File: src/inc/gsw_pkg.sv
// Constants, register map and shared types of the playback gain-swap control.
// Assumes one audio processing clock with frame and Fs*8 / Fs*16 tick strobes.
package gsw_pkg;

    localparam int SAMPLE_W = 24;
    localparam int AVG_FRAC = 16;
    localparam int AVG_W = SAMPLE_W + AVG_FRAC;
    localparam int NCH = 2;
    localparam int UNIT_W = 7;
    localparam int ATT_W = 7;
    localparam int CNT_W = 8;
    localparam int SHIFT_W = 5;

    // Register offsets
    localparam logic [7:0] ADDR_TRIGGER = 8'h54;
    localparam logic [7:0] ADDR_ENABLE = 8'h55;
    localparam logic [7:0] ADDR_RATES = 8'h56;
    localparam logic [7:0] ADDR_DELAY = 8'h57;
    localparam logic [7:0] ADDR_DELAY_FAST = 8'h58;
    localparam logic [7:0] ADDR_DELAY_VOICE = 8'h59;
    localparam logic [7:0] ADDR_LEVELS = 8'h5A;
    localparam logic [7:0] ADDR_RAMP = 8'h5B;

    // Reset values
    localparam logic [7:0] RST_TRIGGER = 8'h24;
    localparam logic [7:0] RST_ENABLE = 8'h00;
    localparam logic [7:0] RST_RATES = 8'h50;
    localparam logic [7:0] RST_DELAY = 8'hA3;
    localparam logic [7:0] RST_DELAY_FAST = 8'h31;
    localparam logic [7:0] RST_DELAY_VOICE = 8'h11;
    localparam logic [7:0] RST_LEVELS = 8'h01;
    localparam logic [7:0] RST_RAMP = 8'h74;

    // Writable bits; reserved bits read zero
    localparam logic [7:0] MASK_TRIGGER = 8'h3F;
    localparam logic [7:0] MASK_ENABLE = 8'h03;
    localparam logic [7:0] MASK_RATES = 8'h77;
    localparam logic [7:0] MASK_DELAY = 8'hFF;
    localparam logic [7:0] MASK_DELAY_VOICE = 8'h7F;
    localparam logic [7:0] MASK_LEVELS = 8'hF7;
    localparam logic [7:0] MASK_RAMP = 8'h7F;

    // Field positions
    localparam int FALL_LSB = 4;
    localparam int SIGLVL_LSB = 4;
    localparam int SUBR_BIT = 6;
    localparam int RAMP_BIT = 5;
    localparam int STEPS_W = 5;
    localparam int TRIG_W = 6;

    // Gain units are 0.5 dB; one swap step is 1.5 dB; 6 dB is four steps
    localparam logic [UNIT_W-1:0] UNITS_PER_STEP = 7'h03;
    localparam logic [UNIT_W-1:0] UNITS_SUB = 7'h01;
    localparam logic [ATT_W-1:0] ATT_MAX = 7'h7F;
    localparam logic [SHIFT_W-1:0] RISE_BASE_SHIFT = 5'h00;
    localparam logic [SHIFT_W-1:0] FALL_BASE_SHIFT = 5'h02;

    typedef struct packed {
        logic [7:0] trigger;
        logic [7:0] enable;
        logic [7:0] rates;
        logic [7:0] delay;
        logic [7:0] delay_fast;
        logic [7:0] delay_voice;
        logic [7:0] levels;
        logic [7:0] ramp;
    } gsw_regs_t;

    typedef struct packed {
        logic [UNIT_W-1:0] dig;
        logic [UNIT_W-1:0] ana;
    } gsw_gain_t;

    typedef enum logic [0:0] {
        PH_IDLE = 1'b0,
        PH_WAIT = 1'b1
    } gsw_phase_t;

    typedef struct packed {
        gsw_phase_t phase;
        logic [UNIT_W-1:0] dig;
        logic [UNIT_W-1:0] ana;
        logic [CNT_W-1:0] cnt;
    } gsw_chan_t;

    typedef struct packed {
        logic [AVG_W-1:0] avg;
    } gsw_est_t;

    function automatic logic [SAMPLE_W-1:0] mag(input logic signed [SAMPLE_W-1:0] x);
        mag = x[SAMPLE_W-1] ? SAMPLE_W'(-x) : SAMPLE_W'(x);
    endfunction

    // Code 0 and 1 track the input directly; 2..7 give 1/16 .. 1/16384
    function automatic logic [SHIFT_W-1:0] rise_shift(input logic [2:0] code);
        rise_shift = (code <= 3'h1) ? RISE_BASE_SHIFT : SHIFT_W'({code, 1'b0});
    endfunction

    // 1/4 .. 1/65536, each code another divide by four
    function automatic logic [SHIFT_W-1:0] fall_shift(input logic [2:0] code);
        fall_shift = FALL_BASE_SHIFT + SHIFT_W'({code, 1'b0});
    endfunction

endpackage

File: src/rtl/gsw_level_est.sv
// Leaky-integrator amplitude estimator for one playback channel.
// Assumes sample_vld is a one-cycle strobe per frame on the same clock.
`timescale 1ns/1ns
`default_nettype none
module gsw_level_est (
    input wire logic clk,
    input wire logic rstn,
    input wire logic ce,
    input wire logic sample_vld,
    input wire logic signed [gsw_pkg::SAMPLE_W-1:0] sample,
    input wire logic [2:0] rise_code,
    input wire logic [2:0] fall_code,
    output logic [gsw_pkg::SAMPLE_W-1:0] level
);
    import gsw_pkg::*;

    gsw_est_t s_q, s_d;
    logic [AVG_W-1:0] x;

    always_comb begin
        s_d = s_q;
        x = {mag(sample), AVG_FRAC'(0)};
        if (sample_vld) begin
            if (x > s_q.avg) begin
                s_d.avg = s_q.avg + ((x - s_q.avg) >> rise_shift(rise_code));
            end else begin
                s_d.avg = s_q.avg - ((s_q.avg - x) >> fall_shift(fall_code));
            end
        end
    end

    always_ff @(posedge clk or negedge rstn) begin
        if (!rstn) begin
            s_q <= '0;
        end else if (ce) begin
            s_q <= s_d;
        end
    end

    assign level = s_q.avg[AVG_W-1:AVG_FRAC];
endmodule
`default_nettype wire

File: src/rtl/gsw_ctrl.sv
// Gain-swap control: registers, level decode, step ramp and delayed analogue update.
// Assumes samples, frame strobe and rate ticks come from logic on clk.
`timescale 1ns/1ns
`default_nettype none
//
// Behaviour
// - Trigger code counts 1.5 dB of attenuation per step, 0 dB to -94.5 dB.
// - At or below the trigger level every permitted swap step is applied.
// - Enable bit 0 gates the left channel, bit 1 the right.
// - Falling input pulls the average by 1/4 to 1/65536, per 3-bit code.
// - Rising input pulls the average by 1/1 or 1/16 to 1/16384.
// - Analogue update lags digital by an 8-bit count of Fs*8 periods, in voice mode a 7-bit count of Fs*16 periods.
// - Delay counting starts at the frame where digital gain changes.
// - Total swap limited to programmed 1.5 dB steps, even with sub-ranging.
// - Input above anti-clip level (6 dB steps) drops all swap steps at once.
module gsw_ctrl (
    input wire logic clk,
    input wire logic rstn,
    input wire logic ce,
    input wire logic [7:0] reg_addr,
    input wire logic [7:0] reg_wdata,
    input wire logic reg_wr,
    input wire logic reg_rd,
    output logic [7:0] reg_rdata,
    input wire logic frame_start,
    input wire logic [gsw_pkg::NCH-1:0][gsw_pkg::SAMPLE_W-1:0] sample,
    input wire logic tick_fs8,
    input wire logic tick_fs16,
    input wire logic fast_rate,
    input wire logic voice_mode,
    output gsw_pkg::gsw_gain_t [gsw_pkg::NCH-1:0] gain
);
    import gsw_pkg::*;

    typedef struct packed {
        gsw_regs_t regs;
        logic [7:0] rdata;
        gsw_chan_t [NCH-1:0] ch;
    } gsw_state_t;

    gsw_state_t s_q, s_d;
    logic [NCH-1:0][SAMPLE_W-1:0] level;
    logic [ATT_W-1:0] att;
    logic [ATT_W-1:0] trig;
    logic [ATT_W-1:0] sig_att;
    logic [ATT_W-1:0] clip_att;
    logic [ATT_W-1:0] deficit;
    logic [STEPS_W-1:0] steps;
    logic [UNIT_W-1:0] max_units;
    logic [UNIT_W-1:0] target;
    logic [UNIT_W-1:0] stride;
    logic [CNT_W-1:0] delay_sel;
    logic tick;
    logic clip;

    // Attenuation below full scale in 1.5 dB steps: 6 dB per octave plus two mantissa bits
    function automatic logic [ATT_W-1:0] atten(input logic [SAMPLE_W-1:0] lv);
        logic [ATT_W-1:0] a;
        logic found;
        a = ATT_MAX;
        found = 1'b0;
        for (int i = SAMPLE_W - 1; i >= 2; i--) begin
            if (!found && lv[i]) begin
                found = 1'b1;
                a = ATT_W'((SAMPLE_W - 1 - i) * 4 + 3 - int'(lv[i-1 -: 2]));
            end
        end
        atten = a;
    endfunction

    genvar g;
    generate
        for (g = 0; g < NCH; g++) begin : g_est
            gsw_level_est u_est (
                .clk(clk),
                .rstn(rstn),
                .ce(ce),
                .sample_vld(frame_start),
                .sample(sample[g]),
                .rise_code(s_q.regs.rates[2:0]),
                .fall_code(s_q.regs.rates[FALL_LSB+2:FALL_LSB]),
                .level(level[g])
            );
        end
    endgenerate

    always_comb begin
        s_d = s_q;
        att = '0;
        deficit = '0;
        target = '0;
        clip = 1'b0;
        trig = ATT_W'(s_q.regs.trigger[TRIG_W-1:0]);
        sig_att = ATT_W'({s_q.regs.levels[SIGLVL_LSB+3:SIGLVL_LSB], 2'b00});
        clip_att = ATT_W'({s_q.regs.levels[2:0], 2'b00});
        steps = s_q.regs.ramp[STEPS_W-1:0];
        max_units = UNIT_W'(steps) * UNITS_PER_STEP;
        stride = s_q.regs.ramp[SUBR_BIT] ? UNITS_SUB : UNITS_PER_STEP;

        // Register port
        if (reg_wr) begin
            unique case (reg_addr)
                ADDR_TRIGGER: s_d.regs.trigger = reg_wdata & MASK_TRIGGER;
                ADDR_ENABLE: s_d.regs.enable = reg_wdata & MASK_ENABLE;
                ADDR_RATES: s_d.regs.rates = reg_wdata & MASK_RATES;
                ADDR_DELAY: s_d.regs.delay = reg_wdata & MASK_DELAY;
                ADDR_DELAY_FAST: s_d.regs.delay_fast = reg_wdata & MASK_DELAY;
                ADDR_DELAY_VOICE: s_d.regs.delay_voice = reg_wdata & MASK_DELAY_VOICE;
                ADDR_LEVELS: s_d.regs.levels = reg_wdata & MASK_LEVELS;
                ADDR_RAMP: s_d.regs.ramp = reg_wdata & MASK_RAMP;
                default: ;
            endcase
        end
        if (reg_rd) begin
            unique case (reg_addr)
                ADDR_TRIGGER: s_d.rdata = s_q.regs.trigger;
                ADDR_ENABLE: s_d.rdata = s_q.regs.enable;
                ADDR_RATES: s_d.rdata = s_q.regs.rates;
                ADDR_DELAY: s_d.rdata = s_q.regs.delay;
                ADDR_DELAY_FAST: s_d.rdata = s_q.regs.delay_fast;
                ADDR_DELAY_VOICE: s_d.rdata = s_q.regs.delay_voice;
                ADDR_LEVELS: s_d.rdata = s_q.regs.levels;
                ADDR_RAMP: s_d.rdata = s_q.regs.ramp;
                default: s_d.rdata = '0;
            endcase
        end

        // Delay set and its tick follow the datapath rate mode
        if (voice_mode) begin
            delay_sel = s_q.regs.delay_voice;
            tick = tick_fs16;
        end else if (fast_rate) begin
            delay_sel = s_q.regs.delay_fast;
            tick = tick_fs8;
        end else begin
            delay_sel = s_q.regs.delay;
            tick = tick_fs8;
        end

        for (int c = 0; c < NCH; c++) begin
            att = atten(level[c]);
            clip = s_q.ch[c].dig != '0 && att < clip_att;

            // Swap amount wanted from the estimated level
            if (!s_q.regs.enable[c]) begin
                target = '0;
            end else if (att >= trig) begin
                target = max_units;
            end else begin
                deficit = trig - att;
                target = (deficit >= ATT_W'(steps)) ? '0
                       : UNIT_W'(steps - STEPS_W'(deficit)) * UNITS_PER_STEP;
                if (att < sig_att && target > s_q.ch[c].dig) begin
                    target = s_q.ch[c].dig;
                end
            end

            // Digital gain moves only at a frame start
            if (frame_start && clip) begin
                s_d.ch[c].dig = '0;
                s_d.ch[c].phase = PH_WAIT;
                s_d.ch[c].cnt = delay_sel;
            end else if (frame_start && s_q.ch[c].phase == PH_IDLE
                         && target != s_q.ch[c].dig) begin
                if (!s_q.regs.ramp[RAMP_BIT]) begin
                    s_d.ch[c].dig = target;
                end else if (target > s_q.ch[c].dig) begin
                    s_d.ch[c].dig = (target - s_q.ch[c].dig > stride)
                                  ? s_q.ch[c].dig + stride : target;
                end else begin
                    s_d.ch[c].dig = (s_q.ch[c].dig - target > stride)
                                  ? s_q.ch[c].dig - stride : target;
                end
                s_d.ch[c].phase = PH_WAIT;
                s_d.ch[c].cnt = delay_sel;
            end else begin
                unique case (s_q.ch[c].phase)
                    PH_IDLE: ;
                    PH_WAIT: begin
                        if (s_q.ch[c].cnt == '0) begin
                            s_d.ch[c].ana = s_q.ch[c].dig;
                            s_d.ch[c].phase = PH_IDLE;
                        end else if (tick) begin
                            s_d.ch[c].cnt = s_q.ch[c].cnt - 1'b1;
                        end
                    end
                endcase
            end
        end
    end

    always_ff @(posedge clk or negedge rstn) begin
        if (!rstn) begin
            s_q.regs.trigger <= RST_TRIGGER;
            s_q.regs.enable <= RST_ENABLE;
            s_q.regs.rates <= RST_RATES;
            s_q.regs.delay <= RST_DELAY;
            s_q.regs.delay_fast <= RST_DELAY_FAST;
            s_q.regs.delay_voice <= RST_DELAY_VOICE;
            s_q.regs.levels <= RST_LEVELS;
            s_q.regs.ramp <= RST_RAMP;
            s_q.rdata <= '0;
            s_q.ch <= '0;
        end else if (ce) begin
            s_q <= s_d;
        end
    end

    assign reg_rdata = s_q.rdata;

    always_comb begin
        for (int c = 0; c < NCH; c++) begin
            gain[c].dig = s_q.ch[c].dig;
            gain[c].ana = s_q.ch[c].ana;
        end
    end
endmodule
`default_nettype wire

File: config.mk
export PLATFORM = sky130hd
export DESIGN_NAME = gsw_ctrl
export DESIGN_NICKNAME = d
export VERILOG_FILES = /design/src/inc/gsw_pkg.sv /design/src/rtl/gsw_level_est.sv /design/src/rtl/gsw_ctrl.sv
export SDC_FILE = /design/constraint.sdc
export NUM_CORES = 2
export LEC_CHECK = 0
export BUFFER_PORTS_ARGS = -buffer_cell sky130_fd_sc_hd__clkbuf_2
export CORE_ASPECT_RATIO = 0.7
export CORE_MARGIN = 10
export CORE_UTILIZATION = 31
export DETAILED_ROUTE_END_ITERATION = 10
export SETUP_SLACK_MARGIN = 0.3
export SLEW_MARGIN = 20
export SYNTH_ARGS = -nofsm -noshare
export SYNTH_HDL_FRONTEND = slang
export SYNTH_SLANG_ARGS = --single-unit
File: constraint.sdc
create_clock -name clk -period 8.7 [get_ports clk]
set_input_delay 1.74 -clock clk [delete_from_list [all_inputs] [get_ports clk]]
set_output_delay 1.74 -clock clk [all_outputs]
set_load 0.01 [all_outputs]
# [Yosys cells after proc, flatten, opt, wreduce, memory -nomap -nowiden]
# Cells that the tools add are included.
[classes] addsub=69 multipliers=3 order_cmp=19 eq_ne=12 shifts=4 n_mux=132 bitwise=6 reduce_logical=120
[ops] op="7-bit two-way mux" count=62
[ops] op="40-bit subtractor" count=6
[ops] op="40-bit by 5-bit right shift with 40-bit output" count=3
[ops] op="8-bit two-way mux" count=14
[ops] op="6-bit by 2-bit subtractor with 7-bit output, first input constant" count=16
[ops] op="7-bit by 2-bit subtractor with 7-bit output, first input constant" count=12
[ops] op="40-bit adder" count=2
[ops] op="40-bit > comparator" count=2
[ops] op="40-bit two-way mux" count=2
[ops] op="8-bit by 7-bit == test with 1-bit output, second input constant" count=8
[ops] op="8-bit case mux with 8 select lines" count=1
[ops] op="1-bit logical AND" count=52
[ops] op="1-bit two-way mux" count=49
[ops] op="24-bit two-way mux" count=2
[ops] op="24-bit negation" count=2
[ops] op="5-bit by 2-bit subtractor with 6-bit output, first input constant" count=8
[ops] op="1-bit zero test" count=42
[ops] op="40-bit by 4-bit right shift with 40-bit output" count=1
[ops] op="7-bit by 2-bit > comparator with 1-bit output" count=4
[ops] op="7-bit > comparator" count=4
[ops] op="7-bit subtractor" count=4
[ops] op="3-bit AND reduction" count=8
[ops] op="4-bit by 2-bit subtractor with 5-bit output, first input constant" count=4
[ops] op="8-bit zero test" count=2
[ops] op="other kinds (26)" count=55
[word_totals] regBits=185 inputBits=74

# [Depth between registers and ports, before layout]
[depth] ltp_word=80 depth_mapped=54

# [Cells and area by module]
# From an unflattened synthesis, not the netlist that was laid out.
[unflattened] hier_cells=4952 hier_area_um2=35908.2
[by_module_without_submodules] mod="gsw_level_est (g_est[0].u_est)" n_inst=1 cells_per_inst=1751 area_each_um2=12162.9 seq_area_each_um2=1001.0
[by_module_without_submodules] mod="gsw_ctrl" n_inst=1 cells_per_inst=1488 area_each_um2=11872.6 seq_area_each_um2=2650.0
[by_module_without_submodules] mod="gsw_level_est (g_est[1].u_est)" n_inst=1 cells_per_inst=1713 area_each_um2=11872.6 seq_area_each_um2=1001.0

# [Worst setup path before layout]
# Ideal clock, no wire load.
[synth_timing] kind="reg-to-reg" start="reg g_est[1].u_est.s_q[38] (netlist bit)" end="reg s_q (netlist bit gain[24])" setup_time_ns=0.122 arrival_time_ns=9.270 required_time_ns=8.578 slack_ns=-0.691 stages_incl_launch_ff=51 n_path_buf=3 synth_period_minus_slack_ns=9.391 path_cell_list="dfrtp_1 clkbuf_1 nor2_1 nand3_1 nor2_1 o311ai_0 a2111oi_0 a31oi_1 o211ai_1 a32oi_1 o21ai_0 nand2_1 o31ai_1 a221oi_1 a21oi_1 a2bb2oi_1 fa_1 fa_1 [... 15 more ...] a21oi_1 o21ai_0 nand2_1 inv_1 ha_1 clkbuf_1 nor2b_1 o21ai_0 nand2b_1 a21o_1 a21oi_1 xnor2_1 or4_1 o31a_1 o21ai_1 a21oi_1 a31o_1 a32o_1"
[synth_between] elab_chain_cells=78 elab_cells_between_ends=114 cone_classes="add/sub: 5; mul: 1; order compare: 8; eq/ne: 1; mux: 52; reduce/logical: 47"
[synth_lines] item="start: declaration" line_no="gsw_level_est.sv:17" source="gsw_est_t s_q, s_d;"
[synth_lines] item="start signal: assignment" line_no="gsw_level_est.sv:34" source="s_q <= '0;"
[synth_lines] item="start signal: assignment" line_no="gsw_level_est.sv:36" source="s_q <= s_d;"
[synth_lines] item="1-bit logical AND" line_no="gsw_ctrl.sv:63" source="if (!found && lv[i]) begin"
[synth_lines] item="1-bit two-way mux" line_no="gsw_ctrl.sv:63"
[synth_lines] item="1-bit zero test" line_no="gsw_ctrl.sv:63"
[synth_lines] item="1-bit logical AND" line_no="gsw_ctrl.sv:63"
[synth_lines] item="1-bit two-way mux" line_no="gsw_ctrl.sv:63"
[synth_lines] item="1-bit zero test" line_no="gsw_ctrl.sv:63"
[synth_lines] item="1-bit logical AND" line_no="gsw_ctrl.sv:63"
[synth_lines] item="1-bit two-way mux" line_no="gsw_ctrl.sv:63"
[synth_lines] item="[... 62 more ...]"
[synth_lines] item="7-bit two-way mux" line_no="gsw_ctrl.sv:145" source="if (!s_q.regs.enable[c]) begin"
[synth_lines] item="7-bit subtractor (on tied branches)" line_no="gsw_ctrl.sv:171, gsw_ctrl.sv:168"
[synth_lines] item="7-bit by 2-bit > comparator with 1-bit output (on tied branches)" line_no="gsw_ctrl.sv:171, gsw_ctrl.sv:168"
[synth_lines] item="7-bit two-way mux (on tied branches)" line_no="gsw_ctrl.sv:172, gsw_ctrl.sv:169"
[synth_lines] item="7-bit two-way mux" line_no="gsw_ctrl.sv:167" source="end else if (target > s_q.ch[c].dig) begin"
[synth_lines] item="7-bit two-way mux" line_no="gsw_ctrl.sv:165" source="if (!s_q.regs.ramp[RAMP_BIT]) begin"
[synth_lines] item="7-bit two-way mux" line_no="gsw_ctrl.sv:163" source="end else if (frame_start && s_q.ch[c].phase == PH_IDLE"
[synth_lines] item="8-bit two-way mux" line_no="gsw_ctrl.sv:159" source="if (frame_start && clip) begin"
[synth_lines] item="end: declaration" line_no="gsw_ctrl.sv:41" source="gsw_state_t s_q, s_d;"
# Every way passes the cells marked *; elsewhere a longest branch is shown, timed or not. The select of a mux whose other input is x is not followed.
# A chain may end at the register's enable or synchronous reset.

# [Worst setup path in the final report]
[layout_timing] start="reg g_est[1].u_est.s_q[35] (netlist bit)" end="reg s_q (netlist bit gain[24])"
[layout_between] elab_chain_cells=69 elab_cells_between_ends=104 cone_classes="add/sub: 6; mul: 1; order compare: 8; eq/ne: 1; mux: 47; reduce/logical: 41"
[layout_lines] item="1-bit logical AND" line_no="gsw_ctrl.sv:63"
[layout_lines] item="1-bit two-way mux" line_no="gsw_ctrl.sv:63"
[layout_lines] item="1-bit zero test" line_no="gsw_ctrl.sv:63"
[layout_lines] item="1-bit logical AND" line_no="gsw_ctrl.sv:63"
[layout_lines] item="1-bit two-way mux" line_no="gsw_ctrl.sv:63"
[layout_lines] item="1-bit zero test" line_no="gsw_ctrl.sv:63"
[layout_lines] item="1-bit logical AND" line_no="gsw_ctrl.sv:63"
[layout_lines] item="1-bit two-way mux" line_no="gsw_ctrl.sv:63"
[layout_lines] item="[... 53 more ...]"
[layout_lines] item="7-bit two-way mux" line_no="gsw_ctrl.sv:145"
[layout_lines] item="7-bit subtractor (on tied branches)" line_no="gsw_ctrl.sv:171, gsw_ctrl.sv:168"
[layout_lines] item="7-bit by 2-bit > comparator with 1-bit output (on tied branches)" line_no="gsw_ctrl.sv:171, gsw_ctrl.sv:168"
[layout_lines] item="7-bit two-way mux (on tied branches)" line_no="gsw_ctrl.sv:172, gsw_ctrl.sv:169"
[layout_lines] item="7-bit two-way mux" line_no="gsw_ctrl.sv:167"
[layout_lines] item="7-bit two-way mux" line_no="gsw_ctrl.sv:165"
[layout_lines] item="7-bit two-way mux" line_no="gsw_ctrl.sv:163"
[layout_lines] item="8-bit two-way mux" line_no="gsw_ctrl.sv:159"
# Marked as above.

==> flow_summary.ini <==
[yosys]
synth_edf_count = 0
async_reset_ff_share_pct = 100
synthXorXnorAreaFrac_pct = 7.62
synth-simple-area-share_pct = 23.2
synth_cell_type_count = 112
synth_top_family_by_area = compound AO/OA/AOI/OAI gates
synthesis.area_um2 = 34600
synth-seq-area-share_pct = 13.5
synth_compound_area_share_pct = 29.7
ys.flop_type = dfrtp_1
synth_area_leaders = dfrtp_1 (12%), ha_1 (10%), o21ai_0 (6.1%)
synth_top_area_share_pct = 12.1
syn_area_per_cell_um2 = 7.20
synth_top_cell_by_area = dfrtp_1
synth.area.mux_share_pct = 7.89
synthAdderAreaFrac_pct = 11.4
yosys_warnings = 0
syn_nets = 5181
ys_ff_latch = 185
syn_inst = 4803

[clock_tree]
clk_latency_ns = 0.54
cts.path.max_buffers = 2
htreeDepth = 4
cts_tree = built
numCtsBuffers = 17
path_clk_slew_ns = 0.09
clock-sinks = 185
cts_root_buf = clkbuf_16

[worst_setup_path]
critPathBufInv = 9
crit_path_max_fanout = 6
crit_slowest_cell = fa_2
crit_path_end_kind = flop
cp.required_ns = 9.13
reg2reg_depth = 47
worst-path-stages = 47
crit_family = compound AO/OA/AOI/OAI gates
arrival_ns = 9.80
cpPeakStageDelay_ns = 0.57
crit_type = flop to flop
crit_path_start_kind = flop

[sta]
finalHoldViolCount = 0
maxSlewViolCount = 0
timing.final.ws_setup_ns = -0.667
min_period_over_period_pct = 108
worstMarginPinSlew_ns = 1.11
fmax_ghz = 0.107
min_period_ns = 9.37
skew_ns = 0.0182
finalSetupViolCount = 22
relSlewSlack_pct = 25.0
rsz0062_at_grt = yes

[drt]
drc = 0
vias = 42121
drtIter0Drc = 4631
dr.pass1.iters = 6
wl_per_cell_um = 21.4
drtAntennaViolNets = 0
wirelength_mm = 158
routed_via_density = 5.70

[floorplanning]
rows = 102
dieHeight_um = 299
die_w_um = 419
design.portCount = 110
dieArea_um2 = 126000
core-area_um2 = 111000
start_util_pct = 31.2

[placed_design]
io_buffers = 109
place.gp.congestion = 0.980
hpwl_mm = 125

[flow_run]
drv_cap = 0

[grt]
grt_overflow = 0
grt_first_pass_wirelength_mm = 238
grt_util_met2_pct = 34.0
met3_usage_pct = 5.38
grt_busiest_layer = met1
grt_pass1_vias = 39494
gr-usage-met1_pct = 35.9
grt_max_degree = 84
grt_usage_pct = 23.8
antenna_found_initial = 1

[cells_and_area]
final_cell_mix = buf_4 (1243), nand2_1 (482), nor2_1 (325)
layout_commonest_cell = buf_4
antenna_cells = 0
nets = 6294
drive_gt1_share_pct = 35.7
final_util_pct = 44.5
fill_cells = 11054
synthToLayoutAreaGrowth_pct = 42.5

[run_status]
violations = setup timing
status = complete, but fails checks

[hold_path]
whs_path_depth = 2
hold_path.class = flop to flop
## tightest hold or removal path, delay by kind of cell (launching register included)
kind            cells  cell delay (ns)
simple gates        1             0.05
compound gates      1             0.06
flops               1             0.35
## area by class of cell
cell class / instances / area [um^2] / area share [%]
Inverter: 264 / 998 / 2.03
Timing Repair Buffer: 1410 / 10600 / 21.6
Clock buffer: 17 / 425 / 0.864
Sequential cell: 185 / 4660 / 9.46
Multi-Input combinational cell: 4038 / 30500 / 61.9
Clock inverter: 15 / 219 / 0.445
Tap cell: 1456 / 1820 / 3.70
## state kept, by name, summed over array words and instances (netlist names)
| name | count |
|---|---|
| s_q | 66 |
| clip_att | 3 |
| g_est.u_est.s_q | 80 |
| reg_rdata | 8 |
| gain | 28 |
## cells in the mapped netlist, types with 28 or more instances
| cell | count |
|---|---|
| o211ai_1 | 69 |
| o21ai_0 | 419 |
| nor2b_1 | 56 |
| nand4_1 | 57 |
| a211oi_1 | 67 |
| nand3_1 | 113 |
| nand2_1 | 505 |
| and2_1 | 55 |
| nand2b_1 | 55 |
| a21o_1 | 119 |
| nor3_1 | 126 |
| buf_1 | 37 |
| dfrtp_1 | 167 |
| buf_4 | 39 |
| and3_1 | 38 |
| xor2_1 | 111 |
| o21bai_1 | 28 |
| xnor2_1 | 190 |
| or2_2 | 28 |
| nor2_1 | 364 |
| o221ai_1 | 28 |
| ha_1 | 285 |
| a21oi_1 | 321 |
| o21a_1 | 53 |
| mux2i_1 | 134 |
| o31ai_1 | 39 |
| nor4_1 | 46 |
| mux2_2 | 100 |
| inv_1 | 258 |
| or3_1 | 62 |
| clkbuf_1 | 224 |
| a31oi_1 | 58 |
## layer usage
layer  wire (um)  vias to the layer above  part of all wire (%)
met5           0                        -                     0
met4        2880                        0                   1.8
met3       15900                      209                    10
met2       64200                     1905                    41
met1       75100                    20162                    47
li1            -                    19845                     -
## timing repair
action | in CTS | in global routing
gates cloned | 2 | 0
setup buffers | 70 | 57
pin swaps | 139 | 198
setup endpoints to repair | 54 | 63
resized for setup | 279 | 356
hold buffers | 0 | 0
## per-stage QoR
stage / hold slack (ns) / setup WS, ns / instance area (um^2) / TNS, ns / std cells
2_1_floorplan: 0.451 / -0.0976 / 35000 / -0.161 / 4803
3_3_place_gp: 0.465 / -0.828 / 44800 / -24.83 / 7224
3_5_place_dp: 0.477 / -0.901 / 44800 / -29.78 / 7224
4_1_cts: 0.496 / -0.521 / 47200 / -5.77 / 7328
5_1_grt: 0.525 / -1.20 / 49300 / -24.88 / 7385
6_report: 0.485 / -0.667 / 49300 / -8.43 / 7385
## cell families (layout without fill, tap and decap cells)
| family | after synthesis | count (layout) |
|---|---|---|
| fa+ha+maj | 304 | 304 |
| flops | 185 | 185 |
| buf+inv | 581 | 1706 |
| simple gates | 1621 | 1621 |
| mux | 246 | 246 |
| xor+xnor | 301 | 301 |
| compound gates | 1565 | 1566 |
## path summary, 6_finish.rpt
path                                                to                   start  slack (ns)
worst max-delay path                          gain[24]  g_est[1].u_est.s_q[35]       -0.67
worst min-delay path                           gain[3]                 gain[3]        0.49
worst max register to register                gain[24]  g_est[1].u_est.s_q[35]       -0.67
worst min register to register                 gain[3]                 gain[3]        0.49
max in group asynchronous                     gain[10]                    rstn        6.20
min in group asynchronous       g_est[1].u_est.s_q[32]                    rstn        1.13
Power is left out: the tool's default activity adds up to more than one toggle a clock period on the data nets, which glitch-free logic cannot reach.
